===== src/hdl/twm_pkg.sv =====
// package: register map, control fields, status codes and timing of the two-wire master receiver
package twm_pkg;
  // ----------------------------------------------------------------
  // timing
  // ----------------------------------------------------------------
  localparam int CLK_MHZ = 100;
  localparam int SCL_HALF_NS = 5000;
  // a least time, so the count rounds up
  localparam int SCL_HALF_CYC = (SCL_HALF_NS * CLK_MHZ + 999) / 1000;
  // ----------------------------------------------------------------
  // register map (byte addresses)
  // ----------------------------------------------------------------
  localparam logic [11:0] OFS_CONTROL = 12'h000;
  localparam logic [11:0] OFS_STATUS = 12'h004;
  localparam logic [11:0] OFS_DATA = 12'h008;
  localparam logic [11:0] OFS_OWN = 12'h00c;
  // serial_control field positions
  localparam int CB_FLAG = 7;
  localparam int CB_ACK = 6;
  localparam int CB_STA = 5;
  localparam int CB_STO = 4;
  localparam int CB_WC = 3;
  localparam int CB_EN = 2;
  localparam int CB_IE = 0;
  // values after reset
  localparam logic [7:0] DATA_RST = 8'hff;
  localparam logic [7:0] OWN_RST = 8'h00;
  // ----------------------------------------------------------------
  // status codes
  // ----------------------------------------------------------------
  localparam logic [7:0] ST_START = 8'h08;
  localparam logic [7:0] ST_RSTART = 8'h10;
  localparam logic [7:0] ST_WA_ACK = 8'h18;
  localparam logic [7:0] ST_WA_NACK = 8'h20;
  localparam logic [7:0] ST_TD_ACK = 8'h28;
  localparam logic [7:0] ST_TD_NACK = 8'h30;
  localparam logic [7:0] ST_ARB = 8'h38;
  localparam logic [7:0] ST_RA_ACK = 8'h40;
  localparam logic [7:0] ST_RA_NACK = 8'h48;
  localparam logic [7:0] ST_RD_ACK = 8'h50;
  localparam logic [7:0] ST_RD_NACK = 8'h58;
  localparam logic [7:0] ST_SL_W = 8'h68;
  localparam logic [7:0] ST_SL_GC = 8'h78;
  localparam logic [7:0] ST_SL_R = 8'hb0;
  localparam logic [7:0] ST_NONE = 8'hf8;
  // ----------------------------------------------------------------
  // bus engine states
  // ----------------------------------------------------------------
  typedef enum logic [3:0] {
    S_IDLE, S_WAIT_FREE, S_START, S_HOLD, S_RS_LO, S_RS_HI,
    S_BIT_LO, S_BIT_HI, S_STOP_LO, S_STOP_HI, S_FOLLOW
  } twm_state_t;
endpackage : twm_pkg


===== src/hdl/twm_master_rx.sv =====
// two-wire master receiver with APB register access
// What this block does
// - start condition only once bus is free
// - start sent sets flag, status 0x08
// - address direction bit picks receive or transmit
// - after read address: status 0x38/0x40/0x48
// - received byte readable when flag rises
// - repeated start reports 0x10, keeps the bus
// - in 0x40 ack_enable picks 0x50 or 0x58
// - in 0x58 repeated start, stop, or both
// - in 0x48 repeated start, stop, or both
// - arbitration lost: release or restart when free
// - in 0x10 write address switches to transmit
// - stop_request clears itself after stop sent
// - lost and addressed: slave codes 68/78/b0
// - data write with flag low sets collision
//
// Local design decisions: the APB register port and the address map.
`timescale 1ns/100ps
module twm_master_rx
  import twm_pkg::*;
#(
  parameter int SCL_HALF = SCL_HALF_CYC
) (
  input wire logic pclk,
  input wire logic presetn,
  input wire logic psel,
  input wire logic penable,
  input wire logic pwrite,
  input wire logic [11:0] paddr,
  input wire logic [31:0] pwdata,
  output logic [31:0] prdata,
  output logic pready,
  output logic pslverr,
  input wire logic scl_in,
  output logic scl_out,
  output logic scl_oe,
  input wire logic sda_in,
  output logic sda_out,
  output logic sda_oe
);
  // ----------------------------------------------------------------
  // functions
  // ----------------------------------------------------------------
  // codes in which this end is not bus master and lets go of the clock once the flag clears
  function automatic logic not_master(input logic [7:0] c);
    not_master = (c == ST_ARB) || (c == ST_SL_W) || (c == ST_SL_GC) || (c == ST_SL_R);
  endfunction : not_master

  function automatic logic [7:0] byte_code(input logic addr, input logic rd, input logic ack);
    if (addr && rd) byte_code = ack ? ST_RA_ACK : ST_RA_NACK;
    else if (addr) byte_code = ack ? ST_WA_ACK : ST_WA_NACK;
    else if (rd) byte_code = ack ? ST_RD_ACK : ST_RD_NACK;
    else byte_code = ack ? ST_TD_ACK : ST_TD_NACK;
  endfunction : byte_code

  // ----------------------------------------------------------------
  // pin synchronisers and bus watch
  // ----------------------------------------------------------------
  logic scl_s, sda_s, scl_p_r, sda_p_r, busy_r;
  twm_sync #(.W(2)) u_sync (
    .pclk(pclk),
    .presetn(presetn),
    .d({scl_in, sda_in}),
    .q({scl_s, sda_s})
  );
  wire start_det = scl_s && sda_p_r && !sda_s;
  wire stop_det = scl_s && !sda_p_r && sda_s;
  wire scl_rise = scl_s && !scl_p_r;
  wire scl_fall = !scl_s && scl_p_r;

  always_ff @(posedge pclk or negedge presetn) begin
    if (!presetn) begin
      scl_p_r <= 1'b1;
      sda_p_r <= 1'b1;
      busy_r <= 1'b0;
    end else begin
      scl_p_r <= scl_s;
      sda_p_r <= sda_s;
      if (start_det) busy_r <= 1'b1;
      else if (stop_det) busy_r <= 1'b0;
    end
  end

  // ----------------------------------------------------------------
  // APB slave
  // ----------------------------------------------------------------
  logic flag_r, ack_r, sta_r, sto_r, wc_r, en_r, ie_r;
  logic [7:0] data_r, own_r, code_r;
  logic [31:0] prdata_r;
  wire wr_en = psel && penable && pwrite;
  wire hit_ctl = (paddr == OFS_CONTROL);
  wire hit_sts = (paddr == OFS_STATUS);
  wire hit_dat = (paddr == OFS_DATA);
  wire hit_own = (paddr == OFS_OWN);
  wire hit = hit_ctl || hit_sts || hit_dat || hit_own;
  wire ctl_wr = wr_en && hit_ctl;
  wire dat_wr = wr_en && hit_dat;
  wire flag_clr = ctl_wr && pwdata[CB_FLAG];
  wire [7:0] ctl_rd = {flag_r, ack_r, sta_r, sto_r, wc_r, en_r, 1'b0, ie_r};
  // prescaler field does not exist here, so the low three bits read zero
  wire [7:0] sts_rd = {code_r[7:3], 3'b000};
  wire [7:0] rd_mux = hit_ctl ? ctl_rd : hit_sts ? sts_rd : hit_dat ? data_r :
                      hit_own ? own_r : 8'h00;
  assign pready = 1'b1;
  assign pslverr = psel && penable && !hit;
  assign prdata = prdata_r;
  assign scl_out = 1'b0;
  assign sda_out = 1'b0;

  always_ff @(posedge pclk or negedge presetn) begin
    if (!presetn) begin
      {ack_r, sta_r, en_r, ie_r} <= 4'h0;
      own_r <= OWN_RST;
      prdata_r <= 32'h0000_0000;
    end else begin
      if (psel && !penable) prdata_r <= {24'h00_0000, rd_mux};
      if (ctl_wr) begin
        ack_r <= pwdata[CB_ACK];
        sta_r <= pwdata[CB_STA];
        en_r <= pwdata[CB_EN];
        ie_r <= pwdata[CB_IE];
      end
      if (wr_en && hit_own) own_r <= pwdata[7:0];
    end
  end

  // ----------------------------------------------------------------
  // bus engine
  // ----------------------------------------------------------------
  twm_state_t state_r;
  logic [15:0] cnt_r;
  logic [3:0] bit_r;
  logic [7:0] shift_r;
  logic addr_ph_r, rd_r, ackd_r, rs_r, scl_oe_r, sda_oe_r;
  wire cnt_done = (cnt_r == 16'(SCL_HALF - 1));
  wire hi_done = (state_r == S_BIT_HI) && scl_s && cnt_done;
  // bits this end sends: address and written data bits, or its own ack slot
  wire intent = (bit_r < 4'd8) ? (addr_ph_r || !rd_r) : (rd_r && !addr_ph_r);
  wire tx_low = (bit_r < 4'd8) ? (intent && !shift_r[7]) : (intent && ackd_r);
  wire lost = intent && !sda_oe_r && !sda_s;
  wire byte_end = hi_done && !lost && (bit_r == 4'd8);
  wire gcall = (shift_r[7:1] == 7'h00) && own_r[0];
  wire match = ack_r && ((shift_r[7:1] == own_r[7:1]) || gcall);
  wire [7:0] slv_code = gcall ? ST_SL_GC : shift_r[0] ? ST_SL_R : ST_SL_W;
  assign scl_oe = scl_oe_r;
  assign sda_oe = sda_oe_r;

  always_ff @(posedge pclk or negedge presetn) begin
    if (!presetn) begin
      state_r <= S_IDLE;
      cnt_r <= 16'h0000;
      bit_r <= 4'h0;
      shift_r <= 8'h00;
      {addr_ph_r, rd_r, ackd_r, rs_r, scl_oe_r, sda_oe_r} <= 6'h00;
      {flag_r, sto_r, wc_r} <= 3'h0;
      data_r <= DATA_RST;
      code_r <= ST_NONE;
    end else begin
      cnt_r <= cnt_done ? 16'h0000 : cnt_r + 16'h0001;
      if (flag_clr) flag_r <= 1'b0;
      if (ctl_wr) sto_r <= pwdata[CB_STO];
      if (dat_wr) wc_r <= !flag_r;
      if (dat_wr && flag_r) data_r <= pwdata[7:0];
      unique case (state_r)
        S_IDLE: begin
          cnt_r <= 16'h0000;
          {scl_oe_r, sda_oe_r, rs_r} <= 3'b000;
          if (sta_r && !flag_r) state_r <= S_WAIT_FREE;
        end
        S_WAIT_FREE: begin
          cnt_r <= 16'h0000;
          // a start after a free bus is a fresh one, never a repeated one
          rs_r <= 1'b0;
          if (!busy_r && scl_s && sda_s) begin
            sda_oe_r <= 1'b1;
            state_r <= S_START;
          end
        end
        S_START: if (cnt_done) begin
          scl_oe_r <= 1'b1;
          flag_r <= 1'b1;
          code_r <= rs_r ? ST_RSTART : ST_START;
          addr_ph_r <= 1'b1;
          state_r <= S_HOLD;
        end
        S_HOLD: begin
          // the clock stays where the entry left it: low while master
          cnt_r <= 16'h0000;
          sda_oe_r <= 1'b0;
          if (!flag_r) begin
            code_r <= ST_NONE;
            ackd_r <= ack_r;
            if (not_master(code_r)) begin
              scl_oe_r <= 1'b0;
              state_r <= (code_r == ST_ARB && sta_r) ? S_WAIT_FREE : S_IDLE;
            end else if (sto_r) begin
              sda_oe_r <= 1'b1;
              state_r <= S_STOP_LO;
            end else if (sta_r) begin
              state_r <= S_RS_LO;
            end else begin
              bit_r <= 4'h0;
              state_r <= S_BIT_LO;
              if (addr_ph_r) begin
                shift_r <= data_r;
                rd_r <= data_r[0];
              end else begin
                shift_r <= rd_r ? 8'hff : data_r;
              end
            end
          end
        end
        S_RS_LO: if (cnt_done) begin
          scl_oe_r <= 1'b0;
          state_r <= S_RS_HI;
        end
        S_RS_HI: begin
          if (!scl_s) cnt_r <= 16'h0000;
          else if (cnt_done) begin
            sda_oe_r <= 1'b1;
            rs_r <= 1'b1;
            state_r <= S_START;
          end
        end
        S_BIT_LO: begin
          sda_oe_r <= tx_low;
          if (cnt_done) begin
            scl_oe_r <= 1'b0;
            state_r <= S_BIT_HI;
          end
        end
        S_BIT_HI: begin
          if (!scl_s) cnt_r <= 16'h0000;
          else if (cnt_done && lost) begin
            {scl_oe_r, sda_oe_r} <= 2'b00;
            if (addr_ph_r && bit_r < 4'd8) begin
              // keep listening: another master may be calling us
              shift_r <= {shift_r[6:0], sda_s};
              bit_r <= bit_r + 4'h1;
              state_r <= S_FOLLOW;
            end else begin
              flag_r <= 1'b1;
              code_r <= ST_ARB;
              state_r <= S_HOLD;
            end
          end else if (cnt_done) begin
            scl_oe_r <= 1'b1;
            if (bit_r < 4'd8) begin
              shift_r <= {shift_r[6:0], sda_s};
              bit_r <= bit_r + 4'h1;
              state_r <= S_BIT_LO;
            end else begin
              flag_r <= 1'b1;
              code_r <= byte_code(addr_ph_r, rd_r, rd_r && !addr_ph_r ? ackd_r : !sda_s);
              if (rd_r && !addr_ph_r) data_r <= shift_r;
              // the address is spent, so later bytes run as data
              addr_ph_r <= 1'b0;
              state_r <= S_HOLD;
            end
          end
        end
        S_STOP_LO: if (cnt_done) begin
          scl_oe_r <= 1'b0;
          state_r <= S_STOP_HI;
        end
        S_STOP_HI: begin
          if (!scl_s) cnt_r <= 16'h0000;
          else if (cnt_done) begin
            sda_oe_r <= 1'b0;
            sto_r <= 1'b0;
            rs_r <= 1'b0;
            state_r <= sta_r ? S_WAIT_FREE : S_IDLE;
          end
        end
        S_FOLLOW: begin
          cnt_r <= 16'h0000;
          if (scl_rise && bit_r < 4'd8) begin
            shift_r <= {shift_r[6:0], sda_s};
            bit_r <= bit_r + 4'h1;
          end else if (scl_fall && bit_r == 4'd8) begin
            bit_r <= 4'h9;
            if (match) sda_oe_r <= 1'b1;
            else begin
              flag_r <= 1'b1;
              code_r <= ST_ARB;
              state_r <= S_HOLD;
            end
          end else if (scl_fall && bit_r == 4'd9) begin
            scl_oe_r <= 1'b1;
            flag_r <= 1'b1;
            code_r <= slv_code;
            state_r <= S_HOLD;
          end
        end
      endcase
      // disabling drops the bus at once
      if (!en_r) begin
        state_r <= S_IDLE;
        {scl_oe_r, sda_oe_r} <= 2'b00;
      end
    end
  end
endmodule : twm_master_rx


===== src/hdl/twm_sync.sv =====
// two flip-flop synchroniser for the bus pins
`timescale 1ns/100ps
module twm_sync #(
  parameter int W = 2
) (
  input wire logic pclk,
  input wire logic presetn,
  input wire logic [W-1:0] d,
  output logic [W-1:0] q
);
  logic [W-1:0] meta_r;

  // idle bus lines are high, so both stages reset high
  always_ff @(posedge pclk or negedge presetn) begin
    if (!presetn) begin
      meta_r <= '1;
      q <= '1;
    end else begin
      meta_r <= d;
      q <= meta_r;
    end
  end
endmodule : twm_sync


===== config.mk =====
export PLATFORM = sky130hd
export DESIGN_NAME = twm_master_rx
export DESIGN_NICKNAME = d
export VERILOG_FILES = /design/src/hdl/twm_pkg.sv /design/src/hdl/twm_master_rx.sv /design/src/hdl/twm_sync.sv
export SDC_FILE = /design/constraint.sdc
export NUM_CORES = 1
export LEC_CHECK = 0
export BUFFER_PORTS_ARGS = -buffer_cell sky130_fd_sc_hd__buf_2
export CORE_UTILIZATION = 57
export CTS_CLUSTER_DIAMETER = 40
export DETAILED_ROUTE_END_ITERATION = 16
export GPL_ROUTABILITY_DRIVEN = 0
export HOLD_SLACK_MARGIN = 0.05
export PLACE_DENSITY = 0.83
export SYNTH_ARGS = -nofsm -noshare
export SYNTH_HDL_FRONTEND = slang
export SYNTH_SLANG_ARGS = --single-unit

===== constraint.sdc =====
create_clock -name pclk -period 3.1 [get_ports pclk]
set_input_delay 0 -clock pclk [delete_from_list [all_inputs] [get_ports pclk]]
set_output_delay 0 -clock pclk [all_outputs]
set_load 0.02 [all_outputs]

==> results of run 1 <==
[per-stage QoR]
stage	cell area, µm²	hold slack, ps	cells
6_report	5700	66.0	701
5_1_grt	5700	106	701
4_1_cts	5700	53.6	701
3_5_place_dp	5340	107	673
3_3_place_gp	5340	105	673
2_1_floorplan	5330	-296	578
[power by group]
part | total [µW] | leakage, µW | internal [µW] | switching [µW]
logic | 120 | 0.00137 | 38.2 | 81.5
registers | 1070 | 0.00105 | 1070 | 8.10
clock network | 963 | 0.000122 | 541 | 421
total | 2160 | 0.00254 | 1650 | 511
[kinds of logic after synthesis]
group	share of synthesized area (%)
AO/OA/AOI/OAI	15.2
adder cells (fa/ha/maj)	1.20
AND/OR/NAND/NOR	20.4
XOR/XNOR	4.16
other	0.144
buffers and inverters	7.99
flip-flops	39.2
multiplexers	11.7
[path summary, 6_finish.rpt]
kind | start | end | slack (ps) | cells after the start
min reg2reg | u_sync.meta_r[1]$_DFF_PN1_ | u_sync.q[1]$_DFF_PN1_ | 360 | 0
min in group asynchronous | presetn | cnt_r[9]$_DFF_PN0_ | 310 | 2
min | paddr[11] | prdata[0]$_DFFE_PN0P_ | 70 | 4
max reg2reg | state_r[2]$_DFFE_PN0P_ | state_r[3]$_DFFE_PN0P_ | 470 | 5
max in group asynchronous | presetn | state_r[2]$_DFFE_PN0P_ | 2100 | 2
max | state_r[2]$_DFFE_PN0P_ | state_r[3]$_DFFE_PN0P_ | 470 | 5
[registers in the layout (all words and copies together), names as in the netlist, 2 cells and up]
register	cells
u_sync.meta_r	2
state_r	4
code_r	5
prdata	8
data_r	8
cnt_r	16
u_sync.q	2
shift_r	8
own_r	8
bit_r	4
[layout make-up]
type | instances | share of cell area, %
Sequential cell | 81 | 36.0
Inverter | 16 | 1.05
Timing Repair Buffer | 55 | 6.19
Clock buffer | 10 | 2.24
Tap cell | 108 | 2.37
Multi-Input combinational cell | 425 | 50.1
Clock inverter | 6 | 2.02
[cells in the final DEF, fill, tap and decap left out, types with 7 or more instances in the layout]
master / count
dfrtp_1: 62
nor2_1: 58
nand2_1: 52
buf_2: 36
o21ai_0: 30
a21oi_1: 30
conb_1: 27
dfstp_2: 19
mux2i_1: 17
inv_1: 16
mux2_2: 13
xnor2_1: 12
nand3_1: 12
dlygate4sd3_1: 12
xor2_1: 11
mux2_1: 11
nor2b_1: 10
a31oi_1: 9
clkbuf_8: 9
nand4_1: 8
nor3_1: 8
buf_4: 7
[per-layer routing]
metal / GRT usage, % / up-vias
li1: - / 1990
met1: 37.8 / 2108
met2: 42.5 / 266
met3: 6.51 / 51
met4: 10.0 / 0
met5: 0 / -
[worst max-delay path: cells and delay by family (launching register included)]
family,cells,cell delay [ps]
compound gates,1,410
mux,1,360
flops,1,620
simple gates,2,850
buf+inv,1,260
==> summary by stage, run 1 <==
Outcome
The flow ran to the end, but the final reports show violations. The checks that failed: design-rule violations.

Detailed routing
The highest layer touched by signal routing is met4. The ratio of routed vias to standard cells is 6.30. The routed design uses 1.09 mm of met3 wire. The residual antenna-violating net count after detailed routing is 0.

After detailed routing, the total wire length is 12.6 mm. The residual DRC count is 8. The routed via count is 4,415. Detailed routing placed a total of 5.79 mm of wire on met2. For this run, the detailed router's first-pass iteration total came to 11. The first routing iteration left 601 violations. The routed wire length per instance is 18.0 µm.

For this block, wires on met1 add up to 5.31 mm.

Synthesis
Counting instances in the post-synthesis netlist gives the leading cell types as dfrtp_1 (62), nor2_1 (58), nand2_1 (52). After technology mapping, the gate count stands at 553. The fraction of post-synthesis cell area in the top cell type by area is 29.7%. The distinct cell type count of the synthesized netlist is 80. The async set-reset flop share out of synthesis is 100%.

The sequential cell area fraction in the yosys report is 39.2%. In the synthesized netlist the dominant register cell turns out to be dfrtp_1. The post-synthesis cell type with the largest combined area is dfrtp_1. The post-synthesis sequential element count is 81. Dividing the synthesized area by the synthesized cell count gives 9.46 µm². The total number of yosys warnings is 0. In the post-synthesis netlist, the cell with the most instances is dfrtp_1. In this run, synthesis inferred 0 flip-flops with an integrated enable. Yosys attributes the largest share of cell area to dfrtp_1 (30%), dfstp_2 (9.5%), nor2_1 (4.2%). The netlist area before placement is 0.00523 mm².

Finish
For this run, the share of the core covered by cells in the final layout is 64.7%. The repair_antennas step left the layout with diodes totalling 0. The fraction of layout instances using a drive strength above 1 is 19.7%. The area used by sequential logic in the layout is 0.00205 mm². The layout-stage area growth over the synthesis result is 8.92%.

In the final layout, the multi-input gates occupy 0.00286 mm². The layout has 665 filler cells. The final net count is 644.

Clock network
The tree built by TritonCTS fans out to 81 sinks. The clock tree synthesis step divided the H-tree into 3 levels. The setup fix buffers added after clock tree synthesis is 0. The number of gates resized after CTS was 0. Clock tree synthesis inserted a total of 9 buffers. The clock tree root buffer cell is clkbuf_8. Clock-pin slew was measured on the worst setup and hold paths at 90 ps. For the worst-skew pair, the clock arrives at the later sink with an insertion delay of 370 ps. The clock tree from TritonCTS is done. The hold buffer count at CTS is 12. Counting along the longest clock path gives a buffer depth of 2.

Floorplan
The number of rows in the core area is 34. In this run the vertical extent of the chip is 97.8 µm. The effective utilization at floorplan is 59.4%.

The placeable core region is 0.00881 mm². The die footprint is 0.00957 mm². The chip width is 97.8 µm. In this run the count of I/O pins placed on the die edge is 89.

Global routing
The total grt overflow is 0. Global routing used 27.4% of the available tracks. The initial antenna violation count is 0.

The via count of the first global-routing pass is 4,185. Entering global routing, the biggest net connects 82 pins. The first global-routing pass estimated 20.9 mm of wire.

Place
The number of port buffers is 37. The pre-CTS worst setup slack is 577 ps. The placed wire-length estimate is 8.67 mm.

STA
The maximum clock frequency is 381 MHz. The final worst setup slack is 473 ps. For the pin with the worst max-slew slack, the measured transition is 1020 ps. The number of failing hold endpoints at the final stage came to 0.

Setup violations remaining at the end of the flow were counted as 0. In the finished design, the share of the clock period the worst path needs comes to 84.7%. Setup repair after global routing left no endpoint under its margin. The max-slew violation total from the final report is 0.

The total negative slack for setup checks is 0 ps. Headroom to the max-slew limit came out at 32.2%. The final critical delay including setup and external delays is 2630 ps.

The clock arrives with 12.5 ps of skew.

Power and ir drop
The worst-case IR drop observed on VDD is 0.384 mV. Dividing total power by cell area gives a power density of 378 mW/mm². Power comes to 2160 µW. The leakage component of the power is 0.00254 µW.

Setup path
The setup path with the least slack is of type reg -> reg. STA puts the critical path data required time at 3350 ps. The critical path goes through nor4bb_1 -> buf_4 -> nand2_1 -> o21ai_1 -> mux2_1.

The data arrival at the endpoint of the critical path is 2880 ps. The worst setup path is captured at a flop. The largest individual stage delay along the critical path comes from the cell nor4bb_1.

The largest stage delay on the critical path is 790 ps. The critical path startpoint category is a flop. The maximum fanout along the worst path is 22.

Worst hold path
In this run the worst hold path is classified as in -> reg.

Run
The tool flagged a number of max-cap violations equal to 0.
Note: power is estimated with default switching activity, not from simulation.
==> inputs of run 2 (changes only) <==
- ABC_AREA: not set -> 1
- CORE_UTILIZATION: 57 -> 52
- PLACE_DENSITY: 0.83 -> 0.79
- clock period: 3.1 -> 2.3 ns (I/O delays scaled with it)
==> run 2 against run 1 <==
  * Critical path depth up 4
  * The flow now finishes without violations
  * Clock skew increased by 6.3 ps
  * Design area rose by 6.1%
  * Largest cell class unchanged
  * Clock-buffer cell count is 1 higher
  * Wire length rose by 7.2%
  * Sequential power rose by 70%
  * Register-to-register slack worse by 210 ps
  * Maximum frequency rose by 29%
==> summary by stage, run 2 <==
Power and ir drop
The total power consumption of the routed design came to 4880 µW (was 2160 µW). The areal power density over the cells was 807 mW/mm² (was 378 mW/mm²). The maximum ir drop on the vdd rail is 0.651 mV (was 0.384 mV). The leakage component of the power is 0.00305 µW (was 0.00254 µW).

Synthesis
The sequential cell area fraction in the yosys report was 37.2% (was 39.2%). The post-synthesis sequential element count is 81 (unchanged). The distinct cell type count of the synthesized netlist is 49 (was 80).

The async set-reset flop share out of synthesis was 100% (unchanged). The count of flip-flops with a built-in enable after synthesis was 0 (unchanged). The prevailing post-synth register cell is dfrtp_1 (unchanged).

The netlist area before placement is 0.00551 mm² (was 0.00523 mm²). The number of instances in the synthesized netlist is 765 (was 553). The post-synthesis average cell area is 7.20 µm² (was 9.46 µm²). The fraction of post-synthesis cell area in the top cell type by area came to 28.2% (was 29.7%). The post-synthesis cell type with the largest combined area is dfrtp_1 (unchanged).

Top cells by area, synth: dfrtp_1 (28%), nand2_1 (13%), dfstp_2 (9.1%) (was dfrtp_1 (30%), dfstp_2 (9.5%), nor2_1 (4.2%)). The most frequent cell after synthesis is nand2_1 (was dfrtp_1). The total number of yosys warnings was 0 (unchanged). Top post-synthesis cells by count: nand2_1 (195), nor2_1 (102), inv_1 (69), o21ai_0 (69), dfrtp_1 (62) (was dfrtp_1 (62), nor2_1 (58), nand2_1 (52)).

STA
The final critical-path share of the clock period is 88.5% (was 84.7%). The final critical delay including setup and external delays was 2040 ps (was 2630 ps). The number of failing setup endpoints in the final timing report came to 0 (unchanged). The worst slew margin relative to its limit came to 57.7% (was 32.2%).

The maximum clock frequency is 491 MHz (was 381 MHz). Unrepaired setup endpoints after global routing: false (unchanged). The total negative slack for setup checks is 0 ps (unchanged). The number of failing hold endpoints at the final stage came to 0 (unchanged). The max-slew violation total from the final report is 0 (unchanged). The actual transition at the worst max-transition pin is 632 ps (was 1020 ps). The final setup skew is 18.8 ps (was 12.5 ps).

Detailed routing
The routed via count is 5,153 (was 4,415). The number of iterations in the first detailed-routing pass is 5 (was 11). The residual DRC count is 0 (was 8). The residual antenna-violating net count after detailed routing is 0 (unchanged). The routed wire length per instance is 14.2 µm (was 18.0 µm). The total wire length is 13.5 mm (was 12.6 mm).

The ratio of routed vias to standard cells came to 5.40 (was 6.30). The DRC violation total after the first TritonRoute iteration came to 484 (was 601).

Setup path
The cell with the largest stage delay on the worst path is dfrtp_1 (was nor4bb_1). The end of the worst register-to-register path is shift_r[7]$_DFFE_PN0P_ (was state_r[3]$_DFFE_PN0P_). The critical path startpoint category is a flop (unchanged).

The largest stage delay on the critical path was 510 ps (was 790 ps). The critical path data required time came to 2560 ps (was 3350 ps). By instance count, the cell type seen most on the critical path is nand2_1.

The reg-to-reg setup timing slack is 260 ps (was 470 ps). The data arrival at the endpoint of the critical path came to 2300 ps (was 2880 ps). The endpoint type of the worst setup path was a flop (unchanged). Cell chain of the critical path: inv_2 -> nand2_1 -> nand2_1 -> nor2_2 -> nand4_1 -> and2_1 -> nand3_4 -> nand2_1 -> nand2_1 (was nor4bb_1 -> buf_4 -> nand2_1 -> o21ai_1 -> mux2_1).

The startpoint-to-endpoint class of the critical path is reg -> reg (unchanged). The maximum fanout along the worst path was 14 (was 22). The launch point of the worst reg-to-reg path is bit_r[3]$_DFFE_PN0P_ (was state_r[2]$_DFFE_PN0P_). The worst-case reg-to-reg path depth is 9 (was 5).

Global routing
The total grt overflow is 0 (unchanged). The maximum number of pins on one net before global-route repair came to 47 (was 82). The total track usage is 26.2% (was 27.4%). The via count of the first global-routing pass came to 4,634 (was 4,185). The global-route wire length before repair is 22.7 mm (was 20.9 mm). The initial antenna violation count was 0 (unchanged).

Floorplan
The chip width is 105 µm (was 97.8 µm). The number of rows in the core area is 37 (was 34). The die footprint is 0.0110 mm² (was 0.00957 mm²). The placeable core region came to 0.0103 mm² (was 0.00881 mm²).

The die outline height is 105 µm (was 97.8 µm). The I/O pin total is 89 (unchanged). The effective utilization at floorplan is 53.6% (was 59.4%).

Run
The reported max-cap violation count is 0 (unchanged).

Clock network
The count of clock tree sinks was 81 (unchanged). The clock tree from TritonCTS is done (unchanged). The maximum level of the CTS H-tree is 3 (unchanged). The hold buffer count at CTS was 11 (was 12). The worst-case clock buffer depth is 2 (unchanged). The clock tree root buffer cell is clkbuf_8 (unchanged). The later-pin clock latency in the skew report came to 370 ps (about the same). The number of buffers created by CTS is 9 (unchanged). The setup fix buffers added after clock tree synthesis is 0 (unchanged). The clock-pin transition on the worst setup and hold timing paths is 90 ps (about the same).

The post-cts resize count is 0 (unchanged).

Place
The placed wire-length estimate is 10.1 mm (was 8.67 mm). The number of port buffers is 37 (unchanged).

Finish
The number of inserted diodes is 0 (unchanged). The number of flip-flops in the largest register is 16 (unchanged). The final net count is 869 (was 644). The leading cell type in the layout, fill and taps excluded is nand2_1 (was dfrtp_1).

The fraction of layout instances using a drive strength above 1 was 17.7% (was 19.7%). The layout-stage area growth over the synthesis result is 9.72% (was 8.92%). Most frequent cells in the layout: nand2_1 (195), nor2_1 (102), o21ai_0 (69), inv_1 (69), dfrtp_1 (62) (was dfrtp_1 (62), nor2_1 (58), nand2_1 (52)). The most flop-heavy register is cnt_r (unchanged).

Outcome
Result of the run: complete, no violations (was finished, violations left).

Worst hold path
The number of cells on the worst hold path is 4 (unchanged). The startpoint of the lowest-slack hold path is penable (was paddr[11]). The end point of the most critical hold path is prdata[1]$_DFFE_PN0P_ (was prdata[0]$_DFFE_PN0P_). The worst min-delay path class is in -> reg (unchanged).
## run 2: area by class of cell
type	instances	area (µm²)
multi-input combinational	579	2910
clock inverter	5	86.3
sequential	81	2050
clock buffer	11	141
fill	970	4230
tap	136	170
timing repair buffer	54	355
inverter	88	334
## run 2: routing by layer
layer	up-vias	share of wire, %	GRT usage (%)
met5	-	0	0
met2	212	46	40.3
li1	2528	-	-
met1	2365	44	35.6
met3	48	7.1	5.68
met4	0	3.4	11.3
## run 2: report_power, final
group | internal (µW) | switching, µW
clock | 650 | 570
sequential | 1620 | 204
combinational | 608 | 1220
## run 2: logic make-up after synthesis
logic type                 share of synthesized area [%]
other                                              0.136
adders and majority gates                           1.14
buffers and inverters                               11.7
xor gates and xnor gates                            1.91
muxes                                              0.204
DFF                                                 37.2
and+or+nand+nor                                     35.5
AOI/OAI and AO/OA                                   12.2
## run 2: how the worst max path moves through the flow
stage               depth (start not counted)  slack (ps)             startpoint                      to
finish                                      9         260   bit_r[3]$_DFFE_PN0P_  shift_r[7]$_DFFE_PN0P_
global route                               10         100  addr_ph_r$_DFFE_PN0P_  shift_r[0]$_DFFE_PN0P_
CTS                                        10         300     cnt_r[0]$_DFF_PN0_  shift_r[7]$_DFFE_PN0P_
detailed placement                         10         310     cnt_r[0]$_DFF_PN0_  shift_r[7]$_DFFE_PN0P_
global placement                           10         340     cnt_r[0]$_DFF_PN0_  shift_r[2]$_DFFE_PN0P_
floorplan                                  11         650     cnt_r[0]$_DFF_PN0_    bit_r[0]$_DFFE_PN0P_
## run 2: metrics by stage
stage	hold WS, ps	std cells	area [µm²]	util [%]	worst slack [ps]
floorplan	-296	790	5600	-	654
global placement	-8.79	927	5710	55.5	341
detailed placement	-7.52	927	5710	55.5	314
CTS	79.8	954	6050	58.8	304
global route	109	954	6050	58.8	99.9
finish	87.0	954	6050	58.8	264
## run 2: critical path, delay by kind of cell (launching register included)
| family | cells | cell delay, ps |
|---|---|---|
| AND/OR/NAND/NOR | 8 | 1250 |
| flip-flops | 1 | 510 |
| buffers and inverters | 1 | 180 |
==> inputs of run 3 (changes only) <==
--- a/config.mk
+++ b/config.mk
@@ -8,10 +8,11 @@
 export ABC_AREA = 1
 export BUFFER_PORTS_ARGS = -buffer_cell sky130_fd_sc_hd__buf_2
-export CORE_UTILIZATION = 52
+export CORE_UTILIZATION = 58
 export CTS_CLUSTER_DIAMETER = 40
+export CTS_CLUSTER_SIZE = 30
 export DETAILED_ROUTE_END_ITERATION = 16
 export GPL_ROUTABILITY_DRIVEN = 0
 export HOLD_SLACK_MARGIN = 0.05
-export PLACE_DENSITY = 0.79
+export PLACE_DENSITY = 0.84
 export SYNTH_ARGS = -nofsm -noshare
 export SYNTH_HDL_FRONTEND = slang
==> constraint.sdc (replaced) <==
create_clock -name pclk -period 2.19 [get_ports pclk]
set_input_delay 0 -clock pclk [delete_from_list [all_inputs] [get_ports pclk]]
set_output_delay 0 -clock pclk [all_outputs]
set_load 0.05 [all_outputs]
==> run 3 against run 2 <==
  * First-iteration DRC count is 14% higher
  * Largest power group unchanged
  * Clock skew hardly changed
  * Flip-flop and latch count stayed put
==> summary by stage, run 3 (synthesized netlist as in run 2, its figures left out) <==
Floorplan
The I/O pin total came to 89 (unchanged). The chip width was 99.5 µm (was 105 µm). The die footprint is 0.00989 mm² (was 0.0110 mm²). The effective utilization at floorplan came to 59.6% (was 53.6%).

The number of rows in the core area is 35 (was 37). The die outline height is 99.5 µm (was 105 µm). The placeable core region is 0.00924 mm² (was 0.0103 mm²).

Place
The cell total after placement came to 921 (was 927). The placed wire-length estimate is 10.3 mm (was 10.1 mm). The number of port buffers was 37 (unchanged).

Setup path
Cell chain of the critical path: nand2_1 -> inv_2 -> nand2_2 -> inv_2 -> nor2_8 -> inv_2 -> nand2_1 -> nor2_8 -> nand3_4 -> nand2_1 -> nand2_1 (was inv_2 -> nand2_1 -> nand2_1 -> nor2_2 -> nand4_1 -> and2_1 -> nand3_4 -> nand2_1 -> nand2_1). The startpoint-to-endpoint class of the critical path is reg -> reg (unchanged). The endpoint type of the worst setup path was a flop (unchanged). The number of buffer and inverter instances along the worst setup path came to 3 (was 1). The reg-to-reg setup timing slack is 140 ps (was 260 ps). The dominant cell type by count on the critical path is nand2_1 (unchanged).

The critical path startpoint category is a flop (unchanged). The largest stage delay on the critical path is 530 ps (was 510 ps). The cell with the largest stage delay on the worst path is dfrtp_1 (unchanged).

The family of cells with the greatest summed delay on the critical path is simple AND/OR/NAND/NOR gates (unchanged). The critical path data required time was 2430 ps (was 2560 ps). The data arrival at the endpoint of the critical path came to 2290 ps (was 2300 ps). The maximum fanout along the worst path is 11 (was 14).

Clock network
The worst-case clock buffer depth came to 2 (unchanged). The count of clock tree sinks is 81 (unchanged). The number of buffers created by CTS is 9 (unchanged). The clock tree root buffer cell is clkbuf_8 (unchanged). The clock tree from TritonCTS is done (unchanged). The clock-pin transition on the worst setup and hold timing paths was 100 ps (was 90 ps).

The setup fix buffers added after clock tree synthesis is 0 (unchanged). The maximum level of the CTS H-tree is 3 (unchanged). The later-pin clock latency in the skew report is 370 ps (about the same).

Power and ir drop
The register share of total power is 36.9% (was 37.4%). The clock share of power is 23.2% (was 25.0%). The maximum ir drop on the vdd rail is 0.389 mV (was 0.651 mV). The share of total power in combinational logic is 39.9% (was 37.6%). The switching fraction of total power is 43.6% (was 41.0%). The areal power density over the cells is 858 mW/mm² (was 807 mW/mm²).

The leakage component of the power was 0.00304 µW (was 0.00305 µW). The internal power contribution is 2920 µW (was 2880 µW). The switching power of the nets came to 2260 µW (was 2000 µW).

STA
The total negative slack for setup checks is 0 ps (unchanged). The actual transition at the worst max-transition pin is 617 ps (was 632 ps). The maximum clock frequency is 488 MHz (was 491 MHz).

The number of failing hold endpoints at the final stage is 0 (unchanged). The final critical delay including setup and external delays came to 2050 ps (was 2040 ps). The number of failing setup endpoints in the final timing report is 0 (unchanged).

The max-slew violation total from the final report came to 0 (unchanged). The final critical-path share of the clock period is 93.5% (was 88.5%). Unrepaired setup endpoints after global routing: false (unchanged). The worst slew margin relative to its limit was 58.7% (was 57.7%). The final hold slack was 103 ps (was 87.0 ps). The final setup skew is 18.6 ps (was 18.8 ps).

Finish
The fraction of layout instances using a drive strength above 1 was 18.2% (was 17.7%). The final net count came to 870 (was 869). The leading cell type in the layout, fill and taps excluded is nand2_1 (unchanged). Most frequent cells in the layout: nand2_1 (195), nor2_1 (102), o21ai_0 (69) (was nand2_1 (195), nor2_1 (102), o21ai_0 (69), inv_1 (69), dfrtp_1 (62)).

The number of flip-flops in the largest register is 16 (unchanged). The most flop-heavy register was cnt_r (unchanged). The number of inserted diodes was 0 (unchanged). The area of the multi-input gates is 0.00291 mm² (about the same).

The filler-free cell count of the finished design is 948 (was 954). The area used by sequential logic in the layout is 0.00205 mm² (unchanged). The layout-stage area growth over the synthesis result was 9.49% (was 9.72%).

The filler cell count is 767 (was 970). The end-of-flow core utilization is 65.3% (was 58.8%).

Detailed routing
The DRC violation total after the first TritonRoute iteration is 554 (was 484). The residual antenna-violating net count after detailed routing came to 0 (unchanged). The total wire length is 14.2 mm (was 13.5 mm). The number of iterations in the first detailed-routing pass is 7 (was 5). The routed via count came to 5,355 (was 5,153). The ratio of routed vias to standard cells is 5.65 (was 5.40). The routed wire length per instance is 14.9 µm (was 14.2 µm). The residual DRC count is 0 (unchanged).

Global routing
The initial antenna violation count came to 0 (unchanged). The global-route wire length before repair is 23.3 mm (was 22.7 mm). The total track usage was 29.8% (was 26.2%). The maximum number of pins on one net before global-route repair came to 46 (was 47). The via count of the first global-routing pass was 5,048 (was 4,634). The total grt overflow was 0 (unchanged).

Outcome
Result of the run: complete, no violations (unchanged).

Run
The reported max-cap violation count is 0 (unchanged).

Worst hold path
The worst min-delay path class is in -> reg (unchanged).
-- run 3: cell count changes in the layout (fill, tap and decap cells not counted), sizes merged --
cell | previous run | this run
clkinv | 3 | 1
bufinv | 2 | 1
clkinvlp | 0 | 3
inv | 88 | 89
buf | 43 | 44
clkbuf | 11 | 10
-- run 3: final timing paths --
| kind | startpoint | to | cells after the start |
|---|---|---|---|
| setup / recovery | state_r[0]$_DFFE_PN0P_ | shift_r[5]$_DFFE_PN0P_ | 11 |
| hold / removal | paddr[3] | prdata[7]$_DFFE_PN0P_ | 5 |
| setup reg to reg | state_r[0]$_DFFE_PN0P_ | shift_r[5]$_DFFE_PN0P_ | 11 |
| hold reg to reg | u_sync.meta_r[0]$_DFF_PN1_ | u_sync.q[0]$_DFF_PN1_ | 0 |
| max in group asynchronous | presetn | data_r[4]$_DFF_PN1_ | 3 |
| min in group asynchronous | presetn | prdata[6]$_DFFE_PN0P_ | 2 |
-- run 3: area by class of cell --
type / count / area share (%)
clock inverters: 6 / 1.22
inverters: 88 / 5.60
multi-input cells: 579 / 48.2
repair buffers: 55 / 6.01
clock buffers: 10 / 2.28
well taps: 129 / 2.68
flip-flops and latches: 81 / 34.0
-- run 3: what timing repair did --
| action | in CTS | in global routing |
|---|---|---|
| hold buffers | 11 | 0 |
| endpoints found under the hold margin | 63 | 0 |
| setup endpoints to repair | 0 | 12 |
| resized for setup | 0 | 2 |
-- run 3: stage by stage --
| step | power, µW | area [µm²] | worst slack (ps) |
|---|---|---|---|
| after floorplan | 3560 | 5600 | 544 |
| after global placement | 3860 | 5710 | 243 |
| after detailed placement | 3920 | 5710 | 152 |
| after CTS | 5140 | 6030 | 98.3 |
| after global routing | 5490 | 6030 | 23.4 |
| final | 5170 | 6030 | 142 |
-- run 3: layer usage --
metal / GRT usage (%) / vias to the layer above / routed length (µm) / share of wire [%]
met1: 39.5 / 2448 / 5710 / 40
met2: 47.6 / 331 / 6620 / 47
met3: 5.27 / 56 / 1350 / 9.5
met4: 14.0 / 0 / 487 / 3.4
li1: - / 2520 / - / -
met5: 0 / - / 0 / 0
-- run 3: worst min-delay path, stage by stage --
cell and delay, ps:
buf_2 100, nor3_2 60, a31oi_1 160, nand2_1 60
nand2_1 50
-- run 3: power by group through the flow --
| stage | Combinational [µW] | Sequential, µW | Clock, µW |
|---|---|---|---|
| after global routing | 2280 | 1930 | 1270 |
| after global placement | 1940 | 1920 | 0 |
| after floorplan | 1660 | 1890 | 0 |
| after CTS | 2020 | 1900 | 1210 |
| after detailed placement | 1990 | 1930 | 0 |
| final | 2060 | 1910 | 1200 |
